## src/acjo_regs.vh

```
// constants for the active configuration jtag override block
`ifndef ACJO_REGS_VH
`define ACJO_REGS_VH

// apb register byte offsets
`define ACJO_CTRL_OFS      8'h00
`define ACJO_STAT_OFS      8'h04
`define ACJO_BOOT_OFS      8'h08
// control register fields and reset value
`define ACJO_CTRL_RU_BIT   0
`define ACJO_CTRL_ED_BIT   1
`define ACJO_CTRL_RST      2'h0
// status register field positions
`define ACJO_ST_SCH_LSB    0
`define ACJO_ST_CST_LSB    2
`define ACJO_ST_LATCH_BIT  4
`define ACJO_ST_SRC_BIT    5
`define ACJO_ST_OSC_BIT    6
`define ACJO_ST_IR_LSB     8

// configuration schemes on the scheme select pins
`define ACJO_SCH_SPAS      2'h0
`define ACJO_SCH_PPAS      2'h1
`define ACJO_SCH_SACT      2'h2
`define ACJO_SCH_PACT      2'h3

// instruction codes (values are arbitrary)
`define ACJO_IR_W          10
`define ACJO_I_BYPASS      10'h3FF
`define ACJO_I_RELEASE     10'h002
`define ACJO_I_REATTACH    10'h00B
`define ACJO_I_PULSE       10'h001
`define ACJO_I_EXTSEL      10'h00E
`define ACJO_I_EXTREL      10'h00F
`define ACJO_I_FLASHADDR   10'h027
`define ACJO_IR_CAPTURE    10'h001

// flash start address scan path and reset values
`define ACJO_FA_W          22
`define ACJO_FA_RST        22'h000000

// user clock edges needed before the source reverts
`define ACJO_REVERT_EDGES  4'hA
`endif

```

## src/acjo_top.v

```verilog
// active configuration controller jtag override: release, clock source, flash start address
//
// Added by the designer: the APB interface to the registers and the address map.
`timescale 1ns/10ps
`include "acjo_regs.vh"

module acjo_top #(
    parameter IR_W = `ACJO_IR_W,
    parameter FA_W = `ACJO_FA_W
) (
    input  wire              clk,
    input  wire              rst_b,
    input  wire              tck,
    input  wire              tms,
    input  wire              tdi,
    output reg               tdo_q,
    output reg               tdo_oe_q,
    input  wire [1:0]        scheme_sel,
    input  wire              reconfig_request_pin_n,
    input  wire              user_supplied_clock_pin,
    input  wire              cfg_user_mode,
    input  wire              cfg_jtag_loaded,
    input  wire              psel,
    input  wire              penable,
    input  wire              pwrite,
    input  wire [7:0]        paddr,
    input  wire [31:0]       pwdata,
    output reg  [31:0]       prdata,
    output reg               pready,
    output reg               pslverr,
    output reg               ctrl_idle_q,
    output reg               ctrl_user_q,
    output reg               reconfig_start_q,
    output reg               clk_src_ext_q,
    output reg               osc_en_q,
    output reg  [FA_W+1:0]   boot_addr_q,
    output reg               boot_factory_only_q
);

    // tap states
    localparam TLR = 4'h0;
    localparam RTI = 4'h1;
    localparam SDR = 4'h2;
    localparam CDR = 4'h3;
    localparam HDR = 4'h4;
    localparam X1D = 4'h5;
    localparam PDR = 4'h6;
    localparam X2D = 4'h7;
    localparam UDR = 4'h8;
    localparam SIR = 4'h9;
    localparam CIR = 4'hA;
    localparam HIR = 4'hB;
    localparam X1I = 4'hC;
    localparam PIR = 4'hD;
    localparam X2I = 4'hE;
    localparam UIR = 4'hF;
    // active controller states
    localparam CS_RUN  = 2'h0;
    localparam CS_IDLE = 2'h1;
    localparam CS_USER = 2'h2;

    // standard tap walk on one tms sample
    function [3:0] tap_next;
        input [3:0] st;
        input       m;
        begin
            case (st)
                TLR: tap_next = m ? TLR : RTI;
                RTI: tap_next = m ? SDR : RTI;
                SDR: tap_next = m ? SIR : CDR;
                CDR: tap_next = m ? X1D : HDR;
                HDR: tap_next = m ? X1D : HDR;
                X1D: tap_next = m ? UDR : PDR;
                PDR: tap_next = m ? X2D : PDR;
                X2D: tap_next = m ? UDR : HDR;
                UDR: tap_next = m ? SDR : RTI;
                SIR: tap_next = m ? TLR : CIR;
                CIR: tap_next = m ? X1I : HIR;
                HIR: tap_next = m ? X1I : HIR;
                X1I: tap_next = m ? UIR : PIR;
                PIR: tap_next = m ? X2I : PIR;
                X2I: tap_next = m ? UIR : HIR;
                default: tap_next = m ? SDR : RTI;
            endcase
        end
    endfunction

    // pin synchronisers; only the second stage is looked at
    reg  [1:0]       tck_s_q;
    reg  [1:0]       tms_s_q;
    reg  [1:0]       tdi_s_q;
    reg  [1:0]       ucl_s_q;
    reg  [1:0]       req_s_q;
    reg  [1:0]       sch0_s_q;
    reg  [1:0]       sch1_s_q;
    reg              tck_d1_q;
    reg              ucl_d1_q;
    reg              req_d1_q;
    reg              um_d1_q;

    reg  [3:0]       tap_q;
    reg  [IR_W-1:0]  ir_sh_q;
    reg  [IR_W-1:0]  ir_q;
    reg              byp_q;
    reg  [FA_W-1:0]  fa_sh_q;
    reg  [FA_W-1:0]  fa_up_q;
    reg  [1:0]       cst_q;
    reg              latch_q;
    reg              revert_q;
    reg  [3:0]       rev_cnt_q;
    reg  [1:0]       ctrl_q;

    wire       tck_s    = tck_s_q[1];
    wire       tck_rise = tck_s & ~tck_d1_q;
    wire       tck_fall = ~tck_s & tck_d1_q;
    wire       tms_s    = tms_s_q[1];
    wire       tdi_s    = tdi_s_q[1];
    wire       ucl_rise = ucl_s_q[1] & ~ucl_d1_q;
    wire       req_fall = ~req_s_q[1] & req_d1_q;
    wire [1:0] sch      = {sch1_s_q[1], sch0_s_q[1]};
    wire       um_rise  = cfg_user_mode & ~um_d1_q;
    wire       ru_en    = ctrl_q[`ACJO_CTRL_RU_BIT];
    wire       ed_en    = ctrl_q[`ACJO_CTRL_ED_BIT];

    wire       act_sch  = (sch == `ACJO_SCH_SACT) | (sch == `ACJO_SCH_PACT);
    wire [3:0] tap_n    = tap_next(tap_q, tms_s);
    // an instruction executes when update-ir latches it
    wire       exec     = tck_rise & (tap_q == UIR);
    wire       x_rel    = exec & (ir_sh_q == `ACJO_I_RELEASE);
    wire       x_rea    = exec & (ir_sh_q == `ACJO_I_REATTACH);
    wire       x_pul    = exec & (ir_sh_q == `ACJO_I_PULSE);
    wire       x_esel   = exec & (ir_sh_q == `ACJO_I_EXTSEL);
    wire       x_erel   = exec & (ir_sh_q == `ACJO_I_EXTREL);
    wire       tap_rst  = tck_rise & (tap_n == TLR) & (tap_q != TLR);
    wire       fa_ir    = (ir_q == `ACJO_I_FLASHADDR);
    wire       pin_mask = (ir_q == `ACJO_I_REATTACH);
    // pin request is honoured unless the reattach instruction holds the pin off
    wire       pin_req  = req_fall & ~pin_mask;
    // reattach restarts configuration in every scheme
    wire       restart  = x_rea | x_pul | pin_req;

    // two flip-flop synchronisers and delayed copies for edge detection
    always @(posedge clk) begin
        if (!rst_b) begin
            tck_s_q  <= 2'h0;
            tms_s_q  <= 2'h3;
            tdi_s_q  <= 2'h3;
            ucl_s_q  <= 2'h0;
            req_s_q  <= 2'h3;
            sch0_s_q <= 2'h0;
            sch1_s_q <= 2'h0;
            tck_d1_q <= 1'b0;
            ucl_d1_q <= 1'b0;
            req_d1_q <= 1'b1;
            um_d1_q  <= 1'b0;
        end else begin
            tck_s_q  <= {tck_s_q[0], tck};
            tms_s_q  <= {tms_s_q[0], tms};
            tdi_s_q  <= {tdi_s_q[0], tdi};
            ucl_s_q  <= {ucl_s_q[0], user_supplied_clock_pin};
            req_s_q  <= {req_s_q[0], reconfig_request_pin_n};
            sch0_s_q <= {sch0_s_q[0], scheme_sel[0]};
            sch1_s_q <= {sch1_s_q[0], scheme_sel[1]};
            tck_d1_q <= tck_s;
            ucl_d1_q <= ucl_s_q[1];
            req_d1_q <= req_s_q[1];
            um_d1_q  <= cfg_user_mode;
        end
    end

    // tap controller and instruction register, stepped on sampled tck rise
    always @(posedge clk) begin
        if (!rst_b) begin
            tap_q   <= TLR;
            ir_sh_q <= `ACJO_I_BYPASS;
            ir_q    <= `ACJO_I_BYPASS;
        end else if (tck_rise) begin
            tap_q <= tap_n;
            if (tap_q == TLR)
                ir_q <= `ACJO_I_BYPASS;
            else if (tap_q == CIR)
                ir_sh_q <= `ACJO_IR_CAPTURE;
            else if (tap_q == HIR)
                ir_sh_q <= {tdi_s, ir_sh_q[IR_W-1:1]};
            else if (tap_q == UIR)
                ir_q <= ir_sh_q;
        end
    end

    // data registers: bypass bit and flash start address path
    // the update register is reset only by power-on, so it outlives reconfiguration
    always @(posedge clk) begin
        if (!rst_b) begin
            byp_q   <= 1'b0;
            fa_sh_q <= `ACJO_FA_RST;
            fa_up_q <= `ACJO_FA_RST;
        end else if (tck_rise) begin
            if (tap_q == CDR) begin
                byp_q <= 1'b0;
                if (fa_ir)
                    fa_sh_q <= fa_up_q;
            end else if (tap_q == HDR) begin
                byp_q <= tdi_s;
                if (fa_ir)
                    fa_sh_q <= {tdi_s, fa_sh_q[FA_W-1:1]};
            end else if ((tap_q == UDR) && fa_ir) begin
                fa_up_q <= fa_sh_q;
            end
        end
    end

    // tdo changes on the sampled falling edge of tck, driven only while shifting
    always @(posedge clk) begin
        if (!rst_b) begin
            tdo_q    <= 1'b0;
            tdo_oe_q <= 1'b0;
        end else if (tck_fall) begin
            tdo_oe_q <= (tap_q == HIR) | (tap_q == HDR);
            if (tap_q == HIR)
                tdo_q <= ir_sh_q[0];
            else if (fa_ir)
                tdo_q <= fa_sh_q[0];
            else
                tdo_q <= byp_q;
        end
    end

    // active controller state: running, released (idle) or in user mode
    always @(posedge clk) begin
        if (!rst_b) begin
            cst_q <= CS_RUN;
        end else if (x_rel) begin
            if (act_sch)
                cst_q <= CS_IDLE;
            // passive scheme: release has no effect
        end else if (x_rea) begin
            if (act_sch)
                cst_q <= CS_RUN;
        end else if (tap_rst && (cst_q == CS_IDLE) && (sch == `ACJO_SCH_SACT)) begin
            cst_q <= CS_RUN;
        end else if (um_rise) begin
            // a released controller goes to user mode only when cfg_jtag_loaded is set
            if ((cst_q == CS_IDLE) && cfg_jtag_loaded)
                cst_q <= CS_USER;
            else if (cst_q == CS_RUN)
                cst_q <= CS_USER;
        end else if (restart && (cst_q == CS_USER)) begin
            // pin or pulse never leaves the idle state, only user mode
            cst_q <= CS_RUN;
        end
    end

    // oscillator enable: on by default, off in user mode unless kept alive
    always @(posedge clk) begin
        if (!rst_b)
            osc_en_q <= 1'b1;
        else if (restart || ru_en || ed_en)
            osc_en_q <= 1'b1;
        else if (um_rise)
            osc_en_q <= 1'b0;
    end

    // external clock select latch and the delayed revert of the source
    // revert waits for ten user clock edges; a stopped user clock leaves it selected
    always @(posedge clk) begin
        if (!rst_b) begin
            latch_q       <= 1'b0;
            revert_q      <= 1'b0;
            rev_cnt_q     <= 4'h0;
            clk_src_ext_q <= 1'b0;
        end else begin
            if (x_esel) begin
                latch_q  <= 1'b1;
                revert_q <= 1'b0;
            end else if (x_erel) begin
                latch_q   <= 1'b0;
                revert_q  <= clk_src_ext_q;
                rev_cnt_q <= 4'h0;
            end else if (revert_q && ucl_rise) begin
                rev_cnt_q <= rev_cnt_q + 4'h1;
                if (rev_cnt_q + 4'h1 == `ACJO_REVERT_EDGES) begin
                    revert_q      <= 1'b0;
                    clk_src_ext_q <= 1'b0;
                end
            end
            // the switch-over needs the oscillator running; other instructions
            // and the tap reset leave the latch alone
            if (latch_q && osc_en_q && !x_erel)
                clk_src_ext_q <= 1'b1;
        end
    end

    // controller outputs and restart pulse
    always @(posedge clk) begin
        if (!rst_b) begin
            ctrl_idle_q      <= 1'b0;
            ctrl_user_q      <= 1'b0;
            reconfig_start_q <= 1'b0;
        end else begin
            ctrl_idle_q      <= (cst_q == CS_IDLE);
            ctrl_user_q      <= (cst_q == CS_USER);
            // released active controller is not restarted by pin or pulse
            reconfig_start_q <= x_rea | ((x_pul | pin_req) & (cst_q != CS_IDLE));
        end
    end

    // boot address to the parallel flash controller
    always @(posedge clk) begin
        if (!rst_b) begin
            boot_addr_q         <= {(FA_W+2){1'b0}};
            boot_factory_only_q <= 1'b0;
        end else begin
            boot_addr_q         <= {fa_up_q, 2'b00};
            boot_factory_only_q <= ru_en;
        end
    end

    // apb slave: no wait state, pready raised for the access cycle
    always @(posedge clk) begin
        if (!rst_b) begin
            pready  <= 1'b0;
            pslverr <= 1'b0;
            prdata  <= 32'h00000000;
            ctrl_q  <= `ACJO_CTRL_RST;
        end else begin
            pready <= psel & ~penable;
            if (psel && !penable) begin
                prdata  <= 32'h00000000;
                pslverr <= 1'b0;
                if (paddr == `ACJO_CTRL_OFS) begin
                    prdata[1:0] <= ctrl_q;
                end else if (paddr == `ACJO_STAT_OFS) begin
                    if (!pwrite)
                        prdata <= {{(24-IR_W){1'b0}}, ir_q, 1'b0, osc_en_q,
                                   clk_src_ext_q, latch_q, cst_q, sch};
                    else
                        pslverr <= 1'b1;
                end else if (paddr == `ACJO_BOOT_OFS) begin
                    if (!pwrite)
                        prdata <= {{(30-FA_W){1'b0}}, boot_addr_q};
                    else
                        pslverr <= 1'b1;
                end else begin
                    pslverr <= 1'b1;
                end
            end
            // writes take effect on the access edge only
            if (psel && penable && pready && pwrite && (paddr == `ACJO_CTRL_OFS))
                ctrl_q <= pwdata[1:0];
        end
    end

endmodule // acjo_top

```

## config.mk

```make
export PLATFORM = sky130hd
export DESIGN_NAME = acjo_top
export DESIGN_NICKNAME = d
export VERILOG_FILES = /design/src/acjo_top.v
export VERILOG_INCLUDE_DIRS = /design/src
export SDC_FILE = /design/constraint.sdc
export NUM_CORES = 1
export LEC_CHECK = 0
export ABC_AREA = 1
export BUFFER_PORTS_ARGS = -buffer_cell sky130_fd_sc_hd__buf_2
export CELL_PAD_IN_SITES_DETAIL_PLACEMENT = 0
export CELL_PAD_IN_SITES_GLOBAL_PLACEMENT = 1
export CORE_AREA = 8 8 135 137
export DETAILED_ROUTE_END_ITERATION = 10
export DIE_AREA = 0 0 143 145
export GPL_TIMING_DRIVEN = 0
export PLACE_DENSITY = 0.79
export SLEW_MARGIN = 20
export SYNTH_ARGS = -nofsm -noshare
export SYNTH_HDL_FRONTEND = slang
export SYNTH_SLANG_ARGS = --single-unit
```

## constraint.sdc

```tcl
create_clock -name clk -period 2.1 [get_ports clk]
set_input_delay 0.21 -clock clk [delete_from_list [all_inputs] [get_ports clk]]
set_output_delay 0.21 -clock clk [all_outputs]
set_load 0.01 [all_outputs]
```

Word-level counts from Yosys, hierarchy flattened
Index checks and enable logic that the tools add are counted.
{ "totals": {"regBits": 163, "latch_bits": 0, "ram_bits": 0, "mem_bits_ro": 0, "inputBits": 54, "n_memories": 0} }
{ "op_classes": {"addsub": 1, "n_mul": 0, "div_mod_pow": 0, "order_cmp": 0, "n_eq_ne": 38, "shift": 0, "muxes": 56, "n_bitwise": 34, "n_reduce_logical": 44} }
{ "ops": {"columns": ["op", "n"], "rows": [
  ["$mux 22", 4],
  ["$mux 10", 6],
  ["$mux 24", 2],
  ["$pmux 4 s11", 1],
  ["$eq 10x4->1 const B", 4],
  ["$eq 4x4->1 const B", 9],
  ["$mux 32", 1],
  ["$mux 30", 1],
  ["$mux 2", 13],
  ["$mux 4", 6],
  ["$reduce_and 4->1", 5],
  ["$mux 1", 19],
  ["$mux 18", 1],
  ["$and 1x1->1", 16],
  ["$eq 4x3->1 const B", 4],
  ["$reduce_bool 2->1", 8],
  ["$logic_and 1x1->1", 13],
  ["$ne 2x2->1 const B", 6],
  ["$not 1->1", 12],
  ["$eq 10x1->1 const B", 1],
  ["$eq 10x2->1 const B", 1],
  ["$eq 10x6->1 const B", 1],
  ["$eq 4x2->1 const B", 2],
  ["$eq 8x3->1 const B", 1],
  ["other kinds (18)", 36]
]} }

Logic depth before layout (Yosys ltp)
Gate-level depths: netlist (run 1).
{ "depth": {"depth_word": 12, "depth_mapped": 13, "ltp_nobuf": 13} }

Least setup slack after synthesis (run 1)
OpenSTA, ideal clock, no wires.
{ "synth_timing": {"path_kind": "reg-to-reg", "start": "register tap_q[2]", "end": "register fa_sh_q[10]", "setup_ns": 0.119, "arrival_time_ns": 1.483, "path_slack_ns": 0.498, "stages_incl_launch_ff": 9, "path_cell_list": "dfxtp_1 -> nor2_2 -> nand2_2 -> and2_4 -> nor2_4 -> nand2_4 -> buf_2 -> a211oi_1 -> nor2_1"} }
{ "synth_between": {"elab_chain_cells": 3} }
{ "synth_rtl": {"columns": ["item", "line", "text"], "rows": [
  ["start, declared", "acjo_top.v:101", "reg [3:0] tap_q;"],
  ["start signal, assigned", "acjo_top.v:178", "tap_q <= tap_n;"],
  ["$eq 4x3->1 / $eq 4x2->1 (equally long branches)", "acjo_top.v:202, acjo_top.v:198", null],
  ["$ne 2x2->1 (no source line) / $reduce_bool 2->1 (equally long branches)", null, null],
  ["$reduce_and 4->1 (no source line)", null, null],
  ["end signal, assigned", "acjo_top.v:195", "fa_sh_q <= `ACJO_FA_RST;"],
  ["end signal, assigned", "acjo_top.v:201", "fa_sh_q <= fa_up_q;"],
  ["end signal, assigned", "acjo_top.v:205", "fa_sh_q <= {tdi_s, fa_sh_q[FA_W-1:1]};"],
  ["end, declared", "acjo_top.v:105", "reg [FA_W-1:0] fa_sh_q;"]
]} }
Several ways; a longest one is shown, not always the timed one.
A chain may end at the register's enable or synchronous reset.

Final worst setup path (run 1)
{ "layout_timing": {"start": "register tap_q[2]", "end": "register fa_sh_q[8]"} }
The elaborated chain is that of the path after synthesis.

==> results.json, run 1 <==
{
  "status": "complete, no violations",
  "grt_pass1_vias": 5191,
  "synthArstFlopShare_pct": 0,
  "postRouteAntennaNets": 0,
  "finClkSkew_ns": 0.01225,
  "gp_congestion": 0.8932,
  "cpMaxStageDelayCell": "nor2_2",
  "period_share_pct": 91.85,
  "total_power_mw": 6.294,
  "power-per-cell-area_nw_per_um2": 819.6,
  "cp-start-kind": "flop",
  "arrival_ns": 2.24,
  "setup_tns_ns": 0,
  "syn2layout_area_growth_pct": 21.93,
  "hold_violations": 0,
  "nFillCells": 1649,
  "die_x_um": 143,
  "synth_cells": 835,
  "io_pins": 120,
  "gr-total-overflow": 0,
  "mappedNetlistArea_um2": 6299,
  "fp-row-count": 47,
  "tightest_slew_ns": 0.6880,
  "seq_area_frac_synth_pct": 48.63,
  "stdcell_count": 1181,
  "ys_seq_elements": 153,
  "worstSetupPathType": "reg -> reg",
  "path_clk_slew_ns": 0.06,
  "final_max_slew_viol_count": 0,
  "clock.fmax_mhz": 518.4,
  "grt_pass1_wl_mm": 27.81,
  "dieArea_um2": 20740,
  "io_buffers": 79,
  "hold_start": "pwdata[1]",
  "ctsLongestPathBuffers": 2,
  "diodes": 0,
  "synth_area_leaders": "dfxtp_1 (49%), nand2_1 (8.0%), o21ai_0 (6.5%)",
  "crit_chain": "nor2_2 -> nand2_2 -> and2_4 -> nor2_4 -> nand2_4 -> buf_2 -> a211oi_1 -> nor2_1",
  "htree_levels": 4,
  "drv_cap": 0,
  "cts_sinks": 153,
  "yosys.area.top_type": "dfxtp_1",
  "fin_hold_ws_ns": 0.03239,
  "wire_per_inst_um": 14.68,
  "r2r_start": "tap_q[2]$_SDFFE_PN0P_",
  "cts_buffers": 17,
  "p_leak_nw": 3.471,
  "critPathRequiredTime_ns": 2.42,
  "cts_root_buffer": "clkbuf_16",
  "synth_edf_count": 0,
  "vias_per_cell": 4.741,
  "post-place-cells": 1143,
  "cts_tree": "yes",
  "vias": 5599,
  "synth_cell_types": 42,
  "finalSetupViolations": 0,
  "worst_path_largest_cell_delay_ns": 0.39,
  "initial_core_util_pct": 38.95,
  "grt_max_degree": 17,
  "endpoint_kind": "flop",
  "yosys_warnings": 0,
  "startpoint": "tap_q[2]$_SDFFE_PN0P_",
  "wl_mm": 17.33,
  "min-delay-path-class": "in -> reg",
  "fin_crit_ns": 1.929,
  "maxSlewHeadroom_pct": 54.14,
  "rsz0062_at_grt": "yes",
  "synth.top_cell.area_share_pct": 48.63,
  "antenna_found_initial": 0,
  "ir_drop_uv": 573.2,
  "synthFlopType": "dfxtp_1",
  "clk_latency_ns": 0.43,
  "cp_num_buf_inv": 1,
  "nNetsFinal": 1005,
  "track_usage_pct": 17.04,
  "cp_max_fo": 10,
  "core_area_um2": 16170,
  "crit_family": "simple AND/OR/NAND/NOR gates",
  "synth_area_per_cell_um2": 7.543,
  "firstDrtPassIters": 5,
  "drcViolationCount": 0,
  "drive_gt1_share_pct": 16.55,
  "dp_hpwl_mm": 13.18,
  "first_iter_violations": 389,
  "die_y_um": 145
}
where the power goes:
group          leakage (nW)  internal, mW  switching [mW]
clock                 0.286          1.86            1.14
sequential             1.24          2.94          0.0292
combinational          1.95         0.104           0.208
repair_timing:
| action | CTS | global route |
|---|---|---|
| endpoints found under the setup margin | 0 | 4 |
| endpoints found under the hold margin | 8 | 0 |
| resized for setup | 0 | 4 |
| buffers inserted | 0 | 0 |
| hold buffers | 8 | 0 |
registers in the layout, indices dropped and copies added, names as in the netlist, 4 cells and up:
signal and count:
rev_cnt_q 4, ir_sh_q 10, prdata 24, boot_addr_q 22
fa_sh_q 22, ir_q 10, fa_up_q 22, tap_q 4
final cells by class:
class	count	area (um2)	area share [%]
Sequential cell	153	3064	39.90
Multi-Input combinational cell	533	2628	34.21
Clock buffer	24	491.7	6.403
Timing Repair Buffer	87	475.5	6.191
Inverter	111	417.9	5.442
Tap cell	220	275.3	3.584
Buffer	46	236.5	3.079
Clock inverter	7	91.34	1.189
placed cells by master, fill, tap and decap left out, types with 6 or more instances in the layout:
cell type      instances
or2_2                  6
nor2_2                 7
nor3_1                 9
dfxtp_1              152
clkbuf_1              28
clkbuf_16             17
a211oi_1              19
o211ai_1               6
inv_1                106
buf_2                 88
dlygate4sd3_1          8
o21ai_0               82
a31oi_1                7
nand2_1              135
nand3_1               46
a21oi_1               75
buf_4                 10
conb_1                10
nor2_1                96
cell usage after synthesis, drive strengths merged (2+ instances only):
library cell / n
nand2: 138
nand3: 47
a31oi: 7
nor3: 11
xor2: 2
inv: 109
clkinv: 2
o211ai: 6
a22oi: 3
nor4: 4
a221oi: 2
a211oi: 19
a21oi: 76
ha: 2
nor2: 104
dfxtp: 153
o21ai: 83
a221o: 4
nand4: 3
or2: 7
buf: 21
clkbuf: 26
stage by stage:
step                cell area [um2]  setup slack, ns  utilization [%]
global route                   7680         -0.01290            47.49
detailed placement             7003           0.1590            43.30
global placement               7003           0.1296            43.30
CTS                            7666           0.1370            47.40
floorplan                      6332           0.4983                -
finish                         7680           0.1711            47.49
final timing paths:
check                                 end  slack, ns  cells after the start
hold reg to reg     req_s_q[1]$_SDFF_PN1_       0.41                      1
hold / removal     ctrl_q[1]$_SDFFE_PN0P_       0.03                      3
setup reg to reg  fa_sh_q[8]$_SDFFE_PN0P_       0.17                      8
setup / recovery  fa_sh_q[8]$_SDFFE_PN0P_       0.17                      8
logic make-up after synthesis:
family	count (synthesis)	share of synthesized area, %
xor gates and xnor gates	2	0.2782
buffers and inverters	158	10.45
DFF	153	48.63
other	1	0.05954
adders and majority gates	2	0.3972
and+or+nand+nor	316	22.15
AOI/OAI and AO/OA	203	18.04
worst min-delay path: cells and delay by family:
| family | cells | cell delay (ns) |
|---|---|---|
| buf+inv | 1 | 0.09 |
| simple gates | 2 | 0.12 |
metal layers:
layer / part of all wire, % / wire [um] / GRT usage [%] / vias to the layer above
met5: 0 / 0 / 0 / -
met4: 2.9 / 506 / 7.762 / 0
met3: 5.4 / 932 / 4.659 / 29
met2: 44 / 7712 / 26.12 / 129
met1: 47 / 8181 / 21.75 / 2507
li1: - / - / - / 2934
No activity file was read; power rests on OpenSTA's default activity.
==> run 2: changes to the inputs <==
==> constraint.sdc (replaced) <==
create_clock -name clk -period 2.1 [get_ports clk]
set_input_delay 0.105 -clock clk [delete_from_list [all_inputs] [get_ports clk]]
set_output_delay 0.105 -clock clk [all_outputs]
set_load 0.01 [all_outputs]
==> results.json, run 2 (synthesis results as in run 1) <==
{
  "critPathRequiredTime_ns": 2.42,
  "fin_area_um2": 7700,
  "status": "complete, no violations",
  "mostFrequentLayoutCells": "dfxtp_1 (152), nand2_1 (135), inv_1 (106), nor2_1 (96), buf_2 (88)",
  "dieArea_um2": 20740,
  "place_area_um2": 7003,
  "startpoint": "tap_q[2]$_SDFFE_PN0P_",
  "cts_tree": "yes",
  "maxSlewHeadroom_pct": 54.72,
  "ctsLongestPathBuffers": 2,
  "track_usage_pct": 17.05,
  "path_clk_slew_ns": 0.06,
  "first_iter_violations": 387,
  "cpMaxStageDelayCell": "nor2_2",
  "drv_cap": 0,
  "finClkSkew_ns": 0.01323,
  "gr-total-overflow": 0,
  "cp_max_fo": 10,
  "arrival_ns": 2.25,
  "worstSetupPathType": "reg -> reg",
  "largest_reg_flops": 24,
  "firstDrtPassIters": 5,
  "mostFrequentLayoutCell": "dfxtp_1",
  "antenna_found_initial": 0,
  "fin_ws_ns": 0.1672,
  "fp-row-count": 47,
  "postCtsSetupBuffers": 0,
  "die_y_um": 145,
  "finalSetupViolations": 0,
  "r2r_cells": 8,
  "hold_end": "prdata[0]$_SDFFE_PN0P_",
  "grt_pass1_wl_mm": 27.81,
  "fin_crit_ns": 1.933,
  "core_area_um2": 16170,
  "cts_sinks": 153,
  "grt_pass1_vias": 5197,
  "drcViolationCount": 0,
  "drive_gt1_share_pct": 16.51,
  "htree_levels": 4,
  "cp-start-kind": "flop",
  "cts_buffers": 17,
  "r2r_setup_slack_ns": 0.17,
  "holdPathStages": 4,
  "tightest_slew_ns": 0.6735,
  "p_leak_nw": 3.480,
  "crit_chain": "nor2_2 -> nand2_2 -> and2_4 -> nor2_4 -> nand2_4 -> buf_2 -> a211oi_1 -> nor2_1",
  "nNetsFinal": 1007,
  "ir_drop_uv": 576.1,
  "pre_cts_ws_ns": 0.1590,
  "wl_mm": 17.37,
  "endpoint_kind": "flop",
  "vias_per_cell": 4.732,
  "io_buffers": 79,
  "period_share_pct": 92.04,
  "vias": 5598,
  "cts_root_buffer": "clkbuf_16",
  "initial_core_util_pct": 38.95,
  "wire_per_inst_um": 14.69,
  "dp_hpwl_mm": 13.18,
  "diodes": 0,
  "r2r-end": "fa_sh_q[8]$_SDFFE_PN0P_",
  "worst_path_largest_cell_delay_ns": 0.39,
  "min-delay-path-class": "in -> reg",
  "syn2layout_area_growth_pct": 22.25,
  "r2r_start": "tap_q[2]$_SDFFE_PN0P_",
  "gp_congestion": 0.8932,
  "regMostFlops": "prdata",
  "postRouteAntennaNets": 0,
  "hold_start": "penable",
  "final_max_slew_viol_count": 0,
  "grt_max_degree": 17,
  "hold_violations": 0,
  "power-per-cell-area_nw_per_um2": 818.3,
  "clock.fmax_mhz": 517.4,
  "io_pins": 120,
  "rsz0062_at_grt": "yes",
  "die_x_um": 143,
  "clk_latency_ns": 0.43
}
==> run 2: cell types whose count changed in the layout (fill, tap and decap cells not counted), sizes merged <==
cell,change
dlygate4sd3,+2
==> run 2: worst max-delay path: cells and delay by family (launching register included) <==
family,cells,cell delay (ns)
and+or+nand+nor,6,1.02
DFF,1,0.36
buffers and inverters,1,0.23
AOI/OAI and AO/OA,1,0.20
==> run 2: how the worst max path moves through the flow <==
stage | to
after floorplan | fa_sh_q[10]$_SDFFE_PN0P_
after CTS | fa_up_q[18]$_SDFFE_PN0P_
final | fa_sh_q[8]$_SDFFE_PN0P_
after global placement | cst_q[0]$_SDFFE_PN0P_
after global routing | cst_q[0]$_SDFFE_PN0P_
after detailed placement | fa_up_q[18]$_SDFFE_PN0P_
==> run 2: timing repair <==
item                                   CTS  global route
endpoints found under the hold margin   10             0
gates resized for setup                  0             4
setup endpoints to repair                0             4
hold buffers                            10             0
==> run 2: stage by stage <==
stage	setup TNS (ns)	instances	total power [mW]	util (%)	hold WS (ns)
global route	-0.02133	1183	6.531	47.61	0.09095
detailed placement	0	1143	3.336	43.30	0.2895
floorplan	0	844	3.221	-	0.1985
CTS	0	1184	6.339	47.53	0.07092
global placement	0	1143	3.337	43.30	0.2874
finish	0	1183	6.301	47.61	0.08136
==> run 2: power breakdown <==
group	total, mW	switching, mW	internal, mW
combinational	0.316	0.209	0.106
clock	3.01	1.15	1.86
sequential	2.97	0.0294	2.94
total	6.30	1.39	4.91
==> run 2: final cells by class <==
cell class                      instances  area [um2]
Clock buffer                           24       491.7
Clock inverter                          7       91.34
Buffer                                 46       236.5
Multi-Input combinational cell        533        2628
Fill cell                            1645        8472
Timing Repair Buffer                   89       495.5
Tap cell                              220       275.3
Inverter                              111       417.9
Sequential cell                       153        3064
==> run 2: routing by layer <==
metal  global-route usage [%]  vias up  part of all wire (%)
li1                         -     2940                     -
met1                    21.79     2511                    47
met2                    26.12      118                    44
met3                    4.626       29                   5.3
met4                    7.762        0                   3.1
met5                        0        -                     0
